File: src/verilog/pbr_pkg.sv
package pbr_pkg;
    // ------------------------------------------------------------
    // Variant selection
    // ------------------------------------------------------------
    localparam logic [1:0] PBR_VAR_DUAL_HOLD = 2'h0;  // Two buttons, hold until release
    localparam logic [1:0] PBR_VAR_DUAL_PULSE = 2'h1; // Two buttons, fixed pulse
    localparam logic [1:0] PBR_VAR_SINGLE_PULSE = 2'h2; // One button, fixed pulse

    // ------------------------------------------------------------
    // Timing
    // ------------------------------------------------------------
    localparam longint PBR_CLK_HZ = 40000000;
    localparam longint PBR_DELAY_HI_MS = 7500; // Hold delay, select high
    localparam longint PBR_DELAY_LO_MS = 0;    // Hold delay, select low
    localparam longint PBR_PULSE_MS = 400;     // Fixed reset pulse width
    localparam int PBR_DELAY_HI_CYC = int'((PBR_DELAY_HI_MS * PBR_CLK_HZ) / 1000);
    localparam int PBR_DELAY_LO_CYC = int'((PBR_DELAY_LO_MS * PBR_CLK_HZ) / 1000);
    localparam int PBR_PULSE_CYC = int'((PBR_PULSE_MS * PBR_CLK_HZ) / 1000);
    localparam int PBR_CNT_W = 32;

    // ------------------------------------------------------------
    // States
    // ------------------------------------------------------------
    typedef enum logic [3:0] {
        PBR_IDLE = 4'h1,
        PBR_TIMING = 4'h2,
        PBR_RESET = 4'h4,
        PBR_WAIT_REL = 4'h8
    } pbr_state_e;
endpackage : pbr_pkg

File: src/verilog/pbr_sync.sv
`timescale 1ns/1ps
module pbr_sync
    import pbr_pkg::*;
#(
    parameter int WIDTH = 3
) (
    input wire logic mclk,
    input wire logic rst_b,
    input wire logic [WIDTH-1:0] async_in,
    output logic [WIDTH-1:0] sync_out
);
    logic [WIDTH-1:0] meta_q;
    logic [WIDTH-1:0] sync_q;

    // Two-stage synchroniser, resets to released (high)
    always_ff @(posedge mclk or negedge rst_b) begin
        if (!rst_b) begin
            meta_q <= '1;
            sync_q <= '1;
        end else begin
            meta_q <= async_in;
            sync_q <= meta_q;
        end
    end

    assign sync_out = sync_q;
endmodule : pbr_sync

File: src/verilog/pbr_timer.sv
`timescale 1ns/1ps
module pbr_timer
    import pbr_pkg::*;
#(
    parameter logic [1:0] VARIANT = PBR_VAR_DUAL_PULSE,
    parameter int DELAY_HI_CYC = PBR_DELAY_HI_CYC,
    parameter int DELAY_LO_CYC = PBR_DELAY_LO_CYC,
    parameter int PULSE_CYC = PBR_PULSE_CYC
) (
    input wire logic mclk,
    input wire logic rst_b,
    input wire logic button_in_a_n,
    input wire logic button_in_b_n,
    input wire logic delay_select,
    input wire logic test_strap_pin,
    output logic reset_out_n_o,
    output logic reset_out_n_oe,
    output logic reset_active
);
    // ------------------------------------------------------------
    // Input synchronisation
    // ------------------------------------------------------------
    logic [2:0] sync_w;
    logic a_n;
    logic b_n;
    logic sel;
    logic pressed;

    pbr_sync #(.WIDTH(3)) u_sync (
        .mclk(mclk),
        .rst_b(rst_b),
        .async_in({delay_select, button_in_b_n, button_in_a_n}),
        .sync_out(sync_w)
    );

    assign a_n = sync_w[0];
    assign b_n = sync_w[1];
    assign sel = sync_w[2];

    // Press condition per variant; the strap pin has no function here
    always_comb begin
        if (VARIANT == PBR_VAR_SINGLE_PULSE) begin
            pressed = !a_n;
        end else begin
            pressed = !a_n && !b_n;
        end
    end

    // ------------------------------------------------------------
    // Sequencer
    // ------------------------------------------------------------
    pbr_state_e state_q, state_d;
    logic [PBR_CNT_W-1:0] cnt_q, cnt_d;
    logic [PBR_CNT_W-1:0] delay_cyc;
    logic rst_low_q, rst_low_d;

    // Selected hold delay from the synchronised delay_select level
    assign delay_cyc = sel ? PBR_CNT_W'(DELAY_HI_CYC) : PBR_CNT_W'(DELAY_LO_CYC);

    // Next-state logic
    always_comb begin
        state_d = state_q;
        cnt_d = cnt_q;
        rst_low_d = 1'b0;
        case (state_q)
            PBR_IDLE: begin
                cnt_d = '0;
                if (pressed) begin
                    state_d = PBR_TIMING;
                end
            end
            PBR_TIMING: begin
                if (!pressed) begin
                    state_d = PBR_IDLE;
                    cnt_d = '0;
                end else if (cnt_q >= delay_cyc) begin
                    state_d = PBR_RESET;
                    cnt_d = '0;
                    rst_low_d = 1'b1;
                end else begin
                    cnt_d = cnt_q + 1'b1;
                end
            end
            PBR_RESET: begin
                rst_low_d = 1'b1;
                if (VARIANT == PBR_VAR_DUAL_HOLD) begin
                    if (a_n || b_n) begin
                        state_d = PBR_IDLE;
                        rst_low_d = 1'b0;
                    end
                end else if (cnt_q >= PBR_CNT_W'(PULSE_CYC - 1)) begin
                    state_d = PBR_WAIT_REL;
                    cnt_d = '0;
                    rst_low_d = 1'b0;
                end else begin
                    cnt_d = cnt_q + 1'b1;
                end
            end
            PBR_WAIT_REL: begin
                cnt_d = '0;
                if (!pressed) begin
                    state_d = PBR_IDLE;
                end
            end
            default: begin
                state_d = PBR_IDLE;
                cnt_d = '0;
            end
        endcase
    end

    // State registers
    always_ff @(posedge mclk or negedge rst_b) begin
        if (!rst_b) begin
            state_q <= PBR_IDLE;
            cnt_q <= '0;
            rst_low_q <= 1'b0;
        end else begin
            state_q <= state_d;
            cnt_q <= cnt_d;
            rst_low_q <= rst_low_d;
        end
    end

    // ------------------------------------------------------------
    // Open-drain output
    // ------------------------------------------------------------
    logic oe_q;
    // Pull-down enable follows the registered reset decision
    always_ff @(posedge mclk or negedge rst_b) begin
        if (!rst_b) begin
            oe_q <= 1'b0;
        end else begin
            oe_q <= rst_low_d;
        end
    end

    assign reset_out_n_o = 1'b0;
    assign reset_out_n_oe = oe_q;
    assign reset_active = rst_low_q;

    // ------------------------------------------------------------
    // Assertions
    // ------------------------------------------------------------
    property p_never_high;
        @(posedge mclk) disable iff (!rst_b) reset_out_n_oe |-> !reset_out_n_o;
    endproperty
    a_never_high: assert property (p_never_high) else $error("reset driven high");

    property p_oe_matches;
        @(posedge mclk) disable iff (!rst_b) reset_out_n_oe == reset_active;
    endproperty
    a_oe_matches: assert property (p_oe_matches) else $error("enable and state differ");

    property p_assert_needs_press;
        @(posedge mclk) disable iff (!rst_b) $rose(reset_active) |-> $past(state_q) == PBR_TIMING;
    endproperty
    a_assert_needs_press: assert property (p_assert_needs_press) else $error("reset without timing");

    property p_dual_both;
        @(posedge mclk) disable iff (!rst_b)
            (VARIANT != PBR_VAR_SINGLE_PULSE) && $rose(reset_active) |-> !$past(a_n) && !$past(b_n);
    endproperty
    a_dual_both: assert property (p_dual_both) else $error("dual reset without both");

    property p_single_a;
        @(posedge mclk) disable iff (!rst_b)
            (VARIANT == PBR_VAR_SINGLE_PULSE) && $rose(reset_active) |-> !$past(a_n);
    endproperty
    a_single_a: assert property (p_single_a) else $error("single reset without A");

    property p_release_clears;
        @(posedge mclk) disable iff (!rst_b) (state_q == PBR_TIMING) && !pressed |=> cnt_q == '0;
    endproperty
    a_release_clears: assert property (p_release_clears) else $error("timer not cleared");

    property p_hold_release;
        @(posedge mclk) disable iff (!rst_b)
            (VARIANT == PBR_VAR_DUAL_HOLD) && reset_active && (a_n || b_n) |=> !reset_active;
    endproperty
    a_hold_release: assert property (p_hold_release) else $error("hold reset not released");

    property p_pulse_end;
        @(posedge mclk) disable iff (!rst_b)
            (VARIANT != PBR_VAR_DUAL_HOLD) && $fell(reset_active) |-> $past(cnt_q) == PBR_CNT_W'(PULSE_CYC - 1);
    endproperty
    a_pulse_end: assert property (p_pulse_end) else $error("pulse width wrong");

    property p_rearm;
        @(posedge mclk) disable iff (!rst_b) (state_q == PBR_WAIT_REL) && pressed |=> !reset_active;
    endproperty
    a_rearm: assert property (p_rearm) else $error("pulse retriggered");

    property p_delay_met;
        @(posedge mclk) disable iff (!rst_b)
            $rose(reset_active) |-> $past(cnt_q) >= $past(delay_cyc);
    endproperty
    a_delay_met: assert property (p_delay_met) else $error("reset before hold delay");

    property p_pulse_holds;
        @(posedge mclk) disable iff (!rst_b)
            (VARIANT != PBR_VAR_DUAL_HOLD) && reset_active && (cnt_q < PBR_CNT_W'(PULSE_CYC - 1)) |=> reset_active;
    endproperty
    a_pulse_holds: assert property (p_pulse_holds) else $error("pulse ended early");

    property p_reset_in_state;
        @(posedge mclk) disable iff (!rst_b) reset_active == (state_q == PBR_RESET);
    endproperty
    a_reset_in_state: assert property (p_reset_in_state) else $error("reset outside reset state");

    c_timing: cover property (@(posedge mclk) disable iff (!rst_b) state_q == PBR_TIMING && !pressed);
    c_reset: cover property (@(posedge mclk) disable iff (!rst_b) $rose(reset_active));
    c_release: cover property (@(posedge mclk) disable iff (!rst_b) $fell(reset_active));
    c_rearm: cover property (@(posedge mclk) disable iff (!rst_b) state_q == PBR_WAIT_REL && !pressed);
endmodule : pbr_timer

File: config.mk
export PLATFORM = sky130hd
export DESIGN_NAME = pbr_timer
export DESIGN_NICKNAME = d
export VERILOG_FILES = /design/src/verilog/pbr_pkg.sv /design/src/verilog/pbr_sync.sv /design/src/verilog/pbr_timer.sv
export SDC_FILE = /design/constraint.sdc
export NUM_CORES = 1
export LEC_CHECK = 0
export BUFFER_PORTS_ARGS = -buffer_cell sky130_fd_sc_hd__buf_2
export CELL_PAD_IN_SITES_DETAIL_PLACEMENT = 0
export CELL_PAD_IN_SITES_GLOBAL_PLACEMENT = 2
export CORE_MARGIN = 1.5
export CORE_UTILIZATION = 44
export DETAILED_ROUTE_END_ITERATION = 7
export PLACE_DENSITY = 0.92
export SLEW_MARGIN = 0
export SYNTH_ARGS = -nofsm -noshare
export SYNTH_HDL_FRONTEND = slang
export SYNTH_SLANG_ARGS = --single-unit
File: constraint.sdc
create_clock -name mclk -period 6.4 [get_ports mclk]
set_input_delay 0.64 -clock mclk [delete_from_list [all_inputs] [get_ports mclk]]
set_output_delay 0.64 -clock mclk [all_outputs]
set_load 0.01 [all_outputs]
== After elaboration in Yosys (flattened, before gate mapping) ==
Cells that the tools add are included.

* Output and inout bits: 3
* Input port bits: 6
* Register bits: 43
* Logic and storage cells: 35

* Multiplexer cells: 15
* $lt $le $gt $ge: 2
* $add $sub $neg: 1
* Eq/ne operators: 8
* Reductions and logical operators: 4

{| class="wikitable"
|+ Operators by type and width
! operator !! count
|-
| 32-bit 2-to-1 mux || 3
|-
| 32-bit case mux with 2 select lines || 1
|-
| 32-bit by 1-bit adder with 32-bit output (second input constant) || 1
|-
| 32-bit by 24-bit greater-or-equal comparator with 1-bit output (second input constant) || 1
|-
| 32-bit by 29-bit greater-or-equal comparator with 1-bit output || 1
|-
| 29-bit 2-to-1 mux || 1
|-
| 4-bit 2-to-1 mux || 5
|-
| 4-bit case mux with 4 select lines || 1
|-
| 2-bit != test (second input constant) || 3
|-
| 4-bit by 1-bit equality test with 1-bit output (second input constant) || 1
|-
| 4-bit by 2-bit equality test with 1-bit output (second input constant) || 1
|-
| 4-bit by 3-bit equality test with 1-bit output (second input constant) || 1
|-
| 4-bit equality test (second input constant) || 1
|-
| 4-bit AND reduction || 1
|-
| 1-bit 2-to-1 mux || 3
|-
| 3-bit != test (second input constant) || 1
|-
| 1-bit zero test || 2
|-
| 1-bit case mux with 2 select lines || 1
|-
| 1-bit logical AND || 1
|}

== Longest topological paths before layout ==
Gate-level depths: netlist of run 1.

* Depth after elaboration: 5
* Mapped depth: 8
* Depth with buffers taken out: 7

== By module ==
Synthesis of run 1 repeated with hierarchy kept, for this count alone.

* Cells, all modules: 236
* Area total of the unflattened synthesis: 2423.6 µm²

{| class="wikitable"
|+ By module, submodules not included
! module !! area an instance (µm²) !! times used !! cells an instance !! sequential area each (µm²)
|-
| pbr_timer || 2265.9 || 1 || 230 || 927.1
|-
| pbr_sync || 157.7 || 1 || 6 || 157.7
|}

== Least setup slack after synthesis of run 1 ==
Ideal clock, no wire load.

* Path type: register to register
* Start: reg u_sync.sync_q[2] (netlist: u_sync.sync_out[2])
* End: reg cnt_q[15]
* Path buffers: 1
* Arrival time: 2015 ps
* Stages on the path, launching flop included: 9
* Library setup time: 123 ps
* Clock period less this slack: 2137 ps
* Slack: 4263 ps
* Data required time: 6277 ps
* Cell sequence: dfstp_2 inv_1 ha_1 and4bb_1 nand4_1 a311o_1 a22oi_4 buf_6 nor2_4

* Word-level cells in the longest chain between the ends: 5

{| class="wikitable"
|+ Ends and longest elaborated chain
! element !! RTL line !! RTL
|-
| start: declaration || pbr_sync.sv:13 || <nowiki>logic [WIDTH-1:0] sync_q;</nowiki>
|-
| start signal: assignment || pbr_sync.sv:22 || <nowiki>sync_q <= meta_q;</nowiki>
|-
| 29-bit 2-to-1 mux || pbr_timer.sv:58 || <nowiki>assign delay_cyc = sel ? PBR_CNT_W'(DELAY_HI_CYC) : PBR_CNT_W'(DELAY_LO_CYC);</nowiki>
|-
| 32-bit by 29-bit greater-or-equal comparator with 1-bit output || pbr_timer.sv:76 || <nowiki>end else if (cnt_q >= delay_cyc) begin</nowiki>
|-
| 32-bit 2-to-1 mux || pbr_timer.sv:76 ||
|-
| 32-bit 2-to-1 mux || pbr_timer.sv:73 || <nowiki>if (!pressed) begin</nowiki>
|-
| 32-bit case mux with 2 select lines || pbr_timer.sv:65 || <nowiki>case (state_q)</nowiki>
|-
| net cnt_d[15] || pbr_timer.sv:53 || <nowiki>logic [PBR_CNT_W-1:0] cnt_q, cnt_d;</nowiki>
|-
| end signal: assignment || pbr_timer.sv:120 || <nowiki>cnt_q <= cnt_d;</nowiki>
|-
| end: declaration || pbr_timer.sv:53 ||
|}

The timed path passes the listed nets, and every way through them passes these cells.
A chain may end at the register's enable or synchronous reset.

== Final worst setup path of run 1 ==
* Start: reg u_sync.sync_q[2] (netlist: u_sync.sync_out[2])
* End: reg cnt_q[29]

The elaborated chain is that of the path after synthesis.

==> impl_results.md, run 1 <==
* Quantity of I/O buffers inserted on ports at 6
* Post-synthesis instance area at roughly 2400 sq um
* Share of flip-flops with an asynchronous set or reset at 100%
* Portion of the post-synthesis area used by sequential elements at ~44%
* CP max FO at 23
* Fraction of layout instances using a drive strength above 1 at 25.6%
* Placeable Area at approximately 5200 sq um
* Launch point of the worst hold path: u_sync.meta_q[2]
* Via count at between 1,500 and 2,000
* Internal power of the cells at between 0.0004 and 0.0005 W
* Total cell area at the placement stage at 2520 sq um
* Synthesis-to-finish area growth at 7.92%
* Min cycle time layout at 2870 ps
* Critical path type: reg2reg
* Distinct cell type count of the synthesized netlist at between 50 and 60
* Initial drt markers at 58
* Final cycle utilization of the critical path at 44.8%
* Mean Syn Cell Area at 10.6 sq um
* Total of hold buffers inserted after clock tree synthesis at 0
* Critical path data arrival time at around 3000 ps
* Area enclosed by the die boundary at 6020 sq um
* Setup crit end kind: flip-flop
* Share of total power in combinational logic at under 10%
* CTS Root Cell: sky130_fd_sc_hd__clkbuf_8
* Switching power summed over all nets at approximately 0.00011 W
* Number of setup violations in the final report at 0
* First-pass GRT wire length at roughly 8000 um
* Share of the synthesized area in the top cell type at a little under two fifths
* Worst min-delay path category: reg2reg
* Number of diodes added for antenna fixing at 0
* Max Cap Viol at 0
* Overall routed net length at about 4400 um
* Portion of total power attributed to the clock network at a little over two fifths
* Number of placed cells counting well taps at ~300
* Switching fraction of total power at between 20 and 25%
* Boundary Pins at 9
* Worst rel slew slack at between 30% and 40%
* Worst-path clk slew at 80 ps
* Number of buffers inserted to repair setup after CTS at 0
* Total of warnings raised by yosys at 0
* Cts bufs inserted at 5
* Number of global-route vias before repair at between 1,500 and 2,000
* Overall die width at between 70 and 80 um
* Post-route non-filler standard cell count at 312
* Floorplan row count at 26
* Number of clock sinks at between 40 and 50
* Setup repair after global routing missed its margin: false
* Overall power at 0.000515 W
* Most used standard cell by instance count after synthesis: sky130_fd_sc_hd__dfrtp_1
* # resized after CTS at 0
* Clock Skews at about 6.8 ps
* Count of state elements after synthesis at 43
* Most area-hungry cell type in the Yosys netlist: sky130_fd_sc_hd__dfrtp_1
* Maximum number of pins on one net before global-route repair at 44
* Highest achievable clock rate at 0.349 GHz
* Outcome: finished clean
* Final estimated routing congestion in global placement at ~0.76
* Average via count per standard cell at 5.20
* Origin of the critical flop-to-flop path: u_sync.sync_out[2]
* Aggregate global-route resource usage at around 17%
* Number of synthesized flops with an enable pin at 0
* Number of endpoints with negative hold slack in the final report at 0
* Relative contribution of sequential cells to total power at a little over half
* Drt first pass iters at 4
* Residual antenna-violating net count after detailed routing at 0
* Actual slew at the worst max-slew pin at a little under 1000 ps
* Power density normalized to cell area at 195 nW/um^2
* H-Tree Depth at 2
* VDD IR-drop max at 0.111 mV
* Category of the worst setup path launch point: flip-flop
* Most frequent cells after synthesis: sky130_fd_sc_hd__dfrtp_1, sky130_fd_sc_hd__nor2_2, sky130_fd_sc_hd__xnor2_1
* Final sum of negative setup slack at 0 ps
* Launching element of the worst setup path: u_sync.sync_out[2]
* DRC Markers at 0
* Starting utilization of the core area at a little under half
* Leakage power at roughly 1 nW
* Latest clock arrival within the worst-skew pair at roughly 290 ps
* Final count of pins violating max slew at 0
* Wire length per cell after detailed routing at around 14 um
* Top cells by area, synth: sky130_fd_sc_hd__dfrtp_1, sky130_fd_sc_hd__xnor2_1, sky130_fd_sc_hd__dfstp_2
* Initial antenna violation count at 0
* Maximum number of buffers from clock root to sink at 2
* Grt ovf at 0
* Fin nets at between 200 and 300
* Primary flip-flop cell chosen by synthesis mapping: sky130_fd_sc_hd__dfrtp_1
* Required time reported for the critical path endpoint at ~6600 ps
* Post-synthesis instance total at around 230
* Die Y at about 78 um
* HPWL after detailed placement at 3060 um
* Post-route cell area at around 2600 sq um
* TritonCTS clock tree: yes
critical path, cell delays in order (launching register included):
cell and delay, ps:
sky130_fd_sc_hd__dfstp_2 540, sky130_fd_sc_hd__inv_1 170, sky130_fd_sc_hd__ha_1 360, sky130_fd_sc_hd__and4bb_1 240, sky130_fd_sc_hd__nand4_1 110, sky130_fd_sc_hd__a311o_1 440, sky130_fd_sc_hd__a22oi_4 340, sky130_fd_sc_hd__buf_4 450
sky130_fd_sc_hd__nor2_2 80
kinds of logic (layout without fill, tap and decap cells):
kind of cell             Yosys count  in the layout  synth area share, %
adder cells (fa/ha/maj)           12             12                 6.13
XOR/XNOR                          27             27                 9.66
buffers and inverters             13             22                 3.37
AND/OR/NAND/NOR                  115            115                 28.8
AO/OA/AOI/OAI                     20             20                 7.57
other                              1              3                0.153
flip-flops                        43             43                 44.3
registers in the layout, indices dropped and copies added (netlist names):
| name | cells |
|---|---|
| state_q | 4 |
| reset_out_n_oe | 1 |
| u_sync.meta_q | 3 |
| u_sync.sync_out | 3 |
| cnt_q | 32 |
per-layer routing:
| layer | vias to the layer above | track usage, % | wire length (um) |
|---|---|---|---|
| li1 | 822 | - | - |
| met1 | 775 | 23.3 | 2190 |
| met2 | 20 | 25.4 | 2020 |
| met3 | 4 | 3.88 | 134 |
| met4 | 0 | 4.73 | 41 |
| met5 | - | 0 | 0 |
metrics by stage:
stage / util, % / hold slack [ps] / setup slack (ps)
floorplan: - / 344 / 4260
global placement: 48.2 / 346 / 3570
detailed placement: 48.2 / 347 / 3520
CTS: 50.4 / 359 / 3500
global route: 50.4 / 363 / 3390
finish: 50.4 / 358 / 3530
cells in the final DEF (no fill, tap or decap), types with 3 or more instances in the layout:
cell type                  Yosys  final
sky130_fd_sc_hd__dfrtp_1      36     36
sky130_fd_sc_hd__nor2_2       28     28
sky130_fd_sc_hd__xnor2_1      22     22
sky130_fd_sc_hd__nand2_1      18     18
sky130_fd_sc_hd__ha_1         12     12
sky130_fd_sc_hd__nor3_1       10     10
sky130_fd_sc_hd__nor2_1        9      9
sky130_fd_sc_hd__inv_1         7      7
sky130_fd_sc_hd__dfstp_2       7      7
sky130_fd_sc_hd__nand3_1       6      6
sky130_fd_sc_hd__a21oi_1       6      6
sky130_fd_sc_hd__clkbuf_8      0      6
sky130_fd_sc_hd__buf_2         0      6
sky130_fd_sc_hd__nor4_1        5      5
sky130_fd_sc_hd__and3_1        5      5
sky130_fd_sc_hd__xor2_1        5      5
sky130_fd_sc_hd__nand4_1       4      4
sky130_fd_sc_hd__and4_1        3      3
sky130_fd_sc_hd__nor4b_1       3      3
sky130_fd_sc_hd__conb_1        1      3
power groups by stage:
stage | Combinational (W) | Clock [W] | Sequential (W)
CTS | 0.0000178 | 0.000230 | 0.000279
global placement | 0.0000174 | 0 | 0.000284
detailed placement | 0.0000178 | 0 | 0.000284
floorplan | 0.00000938 | 0 | 0.000284
global route | 0.0000200 | 0.000239 | 0.000280
finish | 0.0000171 | 0.000219 | 0.000279
path summary, 6_finish.rpt:
| check | end | slack (ps) | cells after the start |
|---|---|---|---|
| hold reg to reg | u_sync.sync_out[2] | 360 | 0 |
| min in group asynchronous | cnt_q[18] | 490 | 1 |
| setup reg to reg | cnt_q[29] | 3530 | 8 |
| hold / removal | u_sync.sync_out[2] | 360 | 0 |
| max in group asynchronous | reset_out_n_oe | 5300 | 1 |
| setup / recovery | cnt_q[29] | 3530 | 8 |
layout make-up:
type	count	area (sq um)
Clock buffer	6	82.6
Clock inverter	2	35.0
Fill cell	493	2600
Inverter	7	26.3
Multi-Input combinational cell	177	1290
Sequential cell	43	1080
Tap cell	70	87.6
Timing Repair Buffer	7	37.5
No activity file was read; power rests on OpenSTA's default activity.
==> inputs of run 2 (changes only) <==
--- a/config.mk
+++ b/config.mk
@@ -9,9 +9,9 @@
 export CELL_PAD_IN_SITES_DETAIL_PLACEMENT = 0
 export CELL_PAD_IN_SITES_GLOBAL_PLACEMENT = 2
 export CORE_MARGIN = 1.5
-export CORE_UTILIZATION = 44
+export CORE_UTILIZATION = 41
 export DETAILED_ROUTE_END_ITERATION = 7
-export PLACE_DENSITY = 0.92
+export PLACE_DENSITY = 0.87
 export SLEW_MARGIN = 0
 export SYNTH_ARGS = -nofsm -noshare
 export SYNTH_HDL_FRONTEND = slang
==> constraint.sdc (replaced) <==
create_clock -name mclk -period 2.8 [get_ports mclk]
set_input_delay 0.28 -clock mclk [delete_from_list [all_inputs] [get_ports mclk]]
set_output_delay 0.28 -clock mclk [all_outputs]
set_load 0.01 [all_outputs]
==> impl_results.md, run 2 (synthesized netlist as in run 1, its figures left out) <==
* Critical path type: reg2reg
* Required time reported for the critical path endpoint at around 3000 ps
* Critical path data arrival time at 2660 ps
* Launch point of the worst hold path: button_in_a_n
* Origin of the critical flop-to-flop path: u_sync.sync_out[2]
* VDD IR-drop max at around 0.39 mV
* Commonest cells after routing, fill and taps aside: sky130_fd_sc_hd__dfrtp_1, sky130_fd_sc_hd__nor2_2, sky130_fd_sc_hd__xnor2_1
* Floorplan row count at 27
* Relative contribution of sequential cells to total power at a little over half
* Fin nets at ~260
* Total cell area at the placement stage at between 2000 and 3000 sq um
* Post-Place Setup Slack at between 300 and 400 ps
* Setup crit end kind: flip-flop
* Wire length per cell after detailed routing at 14.2 um
* Area enclosed by the die boundary at about 6400 sq um
* Latest clock arrival within the worst-skew pair at around 300 ps
* Power density normalized to cell area at 446 nW/um^2
* Worst min-delay path category: in2reg
* Number of cells on the worst reg-to-reg path at 8
* Switching fraction of total power at 22.7%
* Number of diodes added for antenna fixing at 0
* Final count of pins violating max slew at 0
* Switching power summed over all nets at between 0.0002 and 0.0003 W
* Clock Skews at between 10 and 15 ps
* Reg-to-reg critical path endpoint: cnt_q[2]
* Share of total power in combinational logic at under 10%
* Grt ovf at 0
* Final estimated routing congestion in global placement at between 0.7 and 0.8
* Leakage power at 1.00 nW
* Number of setup violations in the final report at 0
* Overall power at 0.00118 W
* Overall die width at ~80 um
* Worst-case register-to-register setup slack at 330 ps
* First-pass GRT wire length at 7650 um
* Initial drt markers at ~70
* Leading cell type in the layout, fill and taps excluded: sky130_fd_sc_hd__dfrtp_1
* Max Cap Viol at 0
* Quantity of I/O buffers inserted on ports at 6
* CTS Root Cell: sky130_fd_sc_hd__clkbuf_8
* Placeable Area at roughly 5600 sq um
* Fraction of layout instances using a drive strength above 1 at between 20% and 30%
* Worst setup slack after layout at between 300 and 400 ps
* Worst-path clk slew at ~80 ps
* DR top layer: met4
* H-Tree Depth at 2
* Internal power of the cells at approximately 0.00091 W
* Total of hold buffers inserted after clock tree synthesis at 0
* Portion of total power attributed to the clock network at about 43%
* Actual slew at the worst max-slew pin at approximately 960 ps
* Worst rel slew slack at a little over a third
* Starting utilization of the core area at a little over two fifths
* Drt first pass iters at 4
* Worst hold slack across all endpoints at approximately 70 ps
* Wire length on met1 at 2300 um
* Overall routed net length at 4460 um
* Maximum number of pins on one net before global-route repair at between 40 and 50
* CP max FO at 30
* Boundary Pins at 9
* TritonCTS clock tree: yes
* Initial antenna violation count at 0
* Met2 wire length at approximately 2000 um
* Number of global-route vias before repair at between 1,500 and 2,000
* Category of the worst setup path launch point: flip-flop
* Post-route cell area at 2650 sq um
* HPWL after detailed placement at between 3000 and 4000 um
* Cts bufs inserted at 5
* Number of buffers inserted to repair setup after CTS at 0
* Number of endpoints with negative hold slack in the final report at 0
* Min-Delay Endpoint: u_sync.meta_q[0]
* Number of flip-flops in the largest register at 32
* Number of clock sinks at 43
* Outcome: finished clean
* Highest achievable clock rate at around 0.40 GHz
* Maximum number of buffers from clock root to sink at 2
* Largest registers: cnt_q x32, state_q x4
* Min cycle time layout at about 2500 ps
* Top register by number of flip-flops: cnt_q
* Via count at between 1,500 and 2,000
* # resized after CTS at 0
* Setup repair after global routing missed its margin: false
* Average via count per standard cell at 5.23
* Synthesis-to-finish area growth at 8.44%
* Residual antenna-violating net count after detailed routing at 0
* Die Y at 80.3 um
* Final sum of negative setup slack at 0 ps
* DRC Markers at 0
* Routed wl met3 at 117 um
* Number of instances on the worst hold path at 1
* Aggregate global-route resource usage at 15.7%
* Final cycle utilization of the critical path at slightly below 90%
==> run 2: worst max-delay path: stages, from the launching register on <==
cell and delay, ps:
sky130_fd_sc_hd__dfstp_2 540, sky130_fd_sc_hd__inv_1 170, sky130_fd_sc_hd__ha_1 350, sky130_fd_sc_hd__and4bb_1 230, sky130_fd_sc_hd__nand4_1 100, sky130_fd_sc_hd__a311o_1 450
sky130_fd_sc_hd__a22oi_4 180, sky130_fd_sc_hd__buf_12 250, sky130_fd_sc_hd__nor2_2 60
==> run 2: through the flow <==
stage	util (%)	std cells
5_1_grt	47.0	314
3_3_place_gp	45.0	306
4_1_cts	47.0	314
6_report	47.0	314
3_5_place_dp	45.0	306
2_1_floorplan	-	233
==> run 2: worst max path at each step <==
stage	from	endpoint	slack (ps)
after floorplan	u_sync.sync_out[2]	cnt_q[15]	660
after global placement	u_sync.sync_out[2]	cnt_q[5]	330
after detailed placement	u_sync.sync_out[2]	cnt_q[19]	310
after CTS	u_sync.sync_out[2]	cnt_q[25]	300
after global routing	u_sync.sync_out[2]	cnt_q[29]	180
final	u_sync.sync_out[2]	cnt_q[2]	330
==> run 2: per-layer routing <==
| layer | global-route usage [%] | vias up |
|---|---|---|
| li1 | - | 827 |
| met1 | 22.4 | 791 |
| met2 | 23.6 | 19 |
| met3 | 3.07 | 5 |
| met4 | 5.69 | 0 |
| met5 | 0 | - |
==> run 2: cell type report <==
class | instances | area, sq um
Multi-Input combinational cell | 177 | 1290
Sequential cell | 43 | 1080
Inverter | 7 | 26.3
Clock inverter | 3 | 46.3
Fill cell | 550 | 2990
Tap cell | 72 | 90.1
Timing Repair Buffer | 7 | 50.0
Clock buffer | 5 | 68.8
==> run 2: power by group through the flow <==
stage / Combinational, W / Sequential, W / Clock (W)
floorplan: 0.0000214 / 0.000649 / 0
global placement: 0.0000394 / 0.000650 / 0
detailed placement: 0.0000403 / 0.000650 / 0
CTS: 0.0000400 / 0.000638 / 0.000518
global route: 0.0000454 / 0.000639 / 0.000540
finish: 0.0000385 / 0.000638 / 0.000506
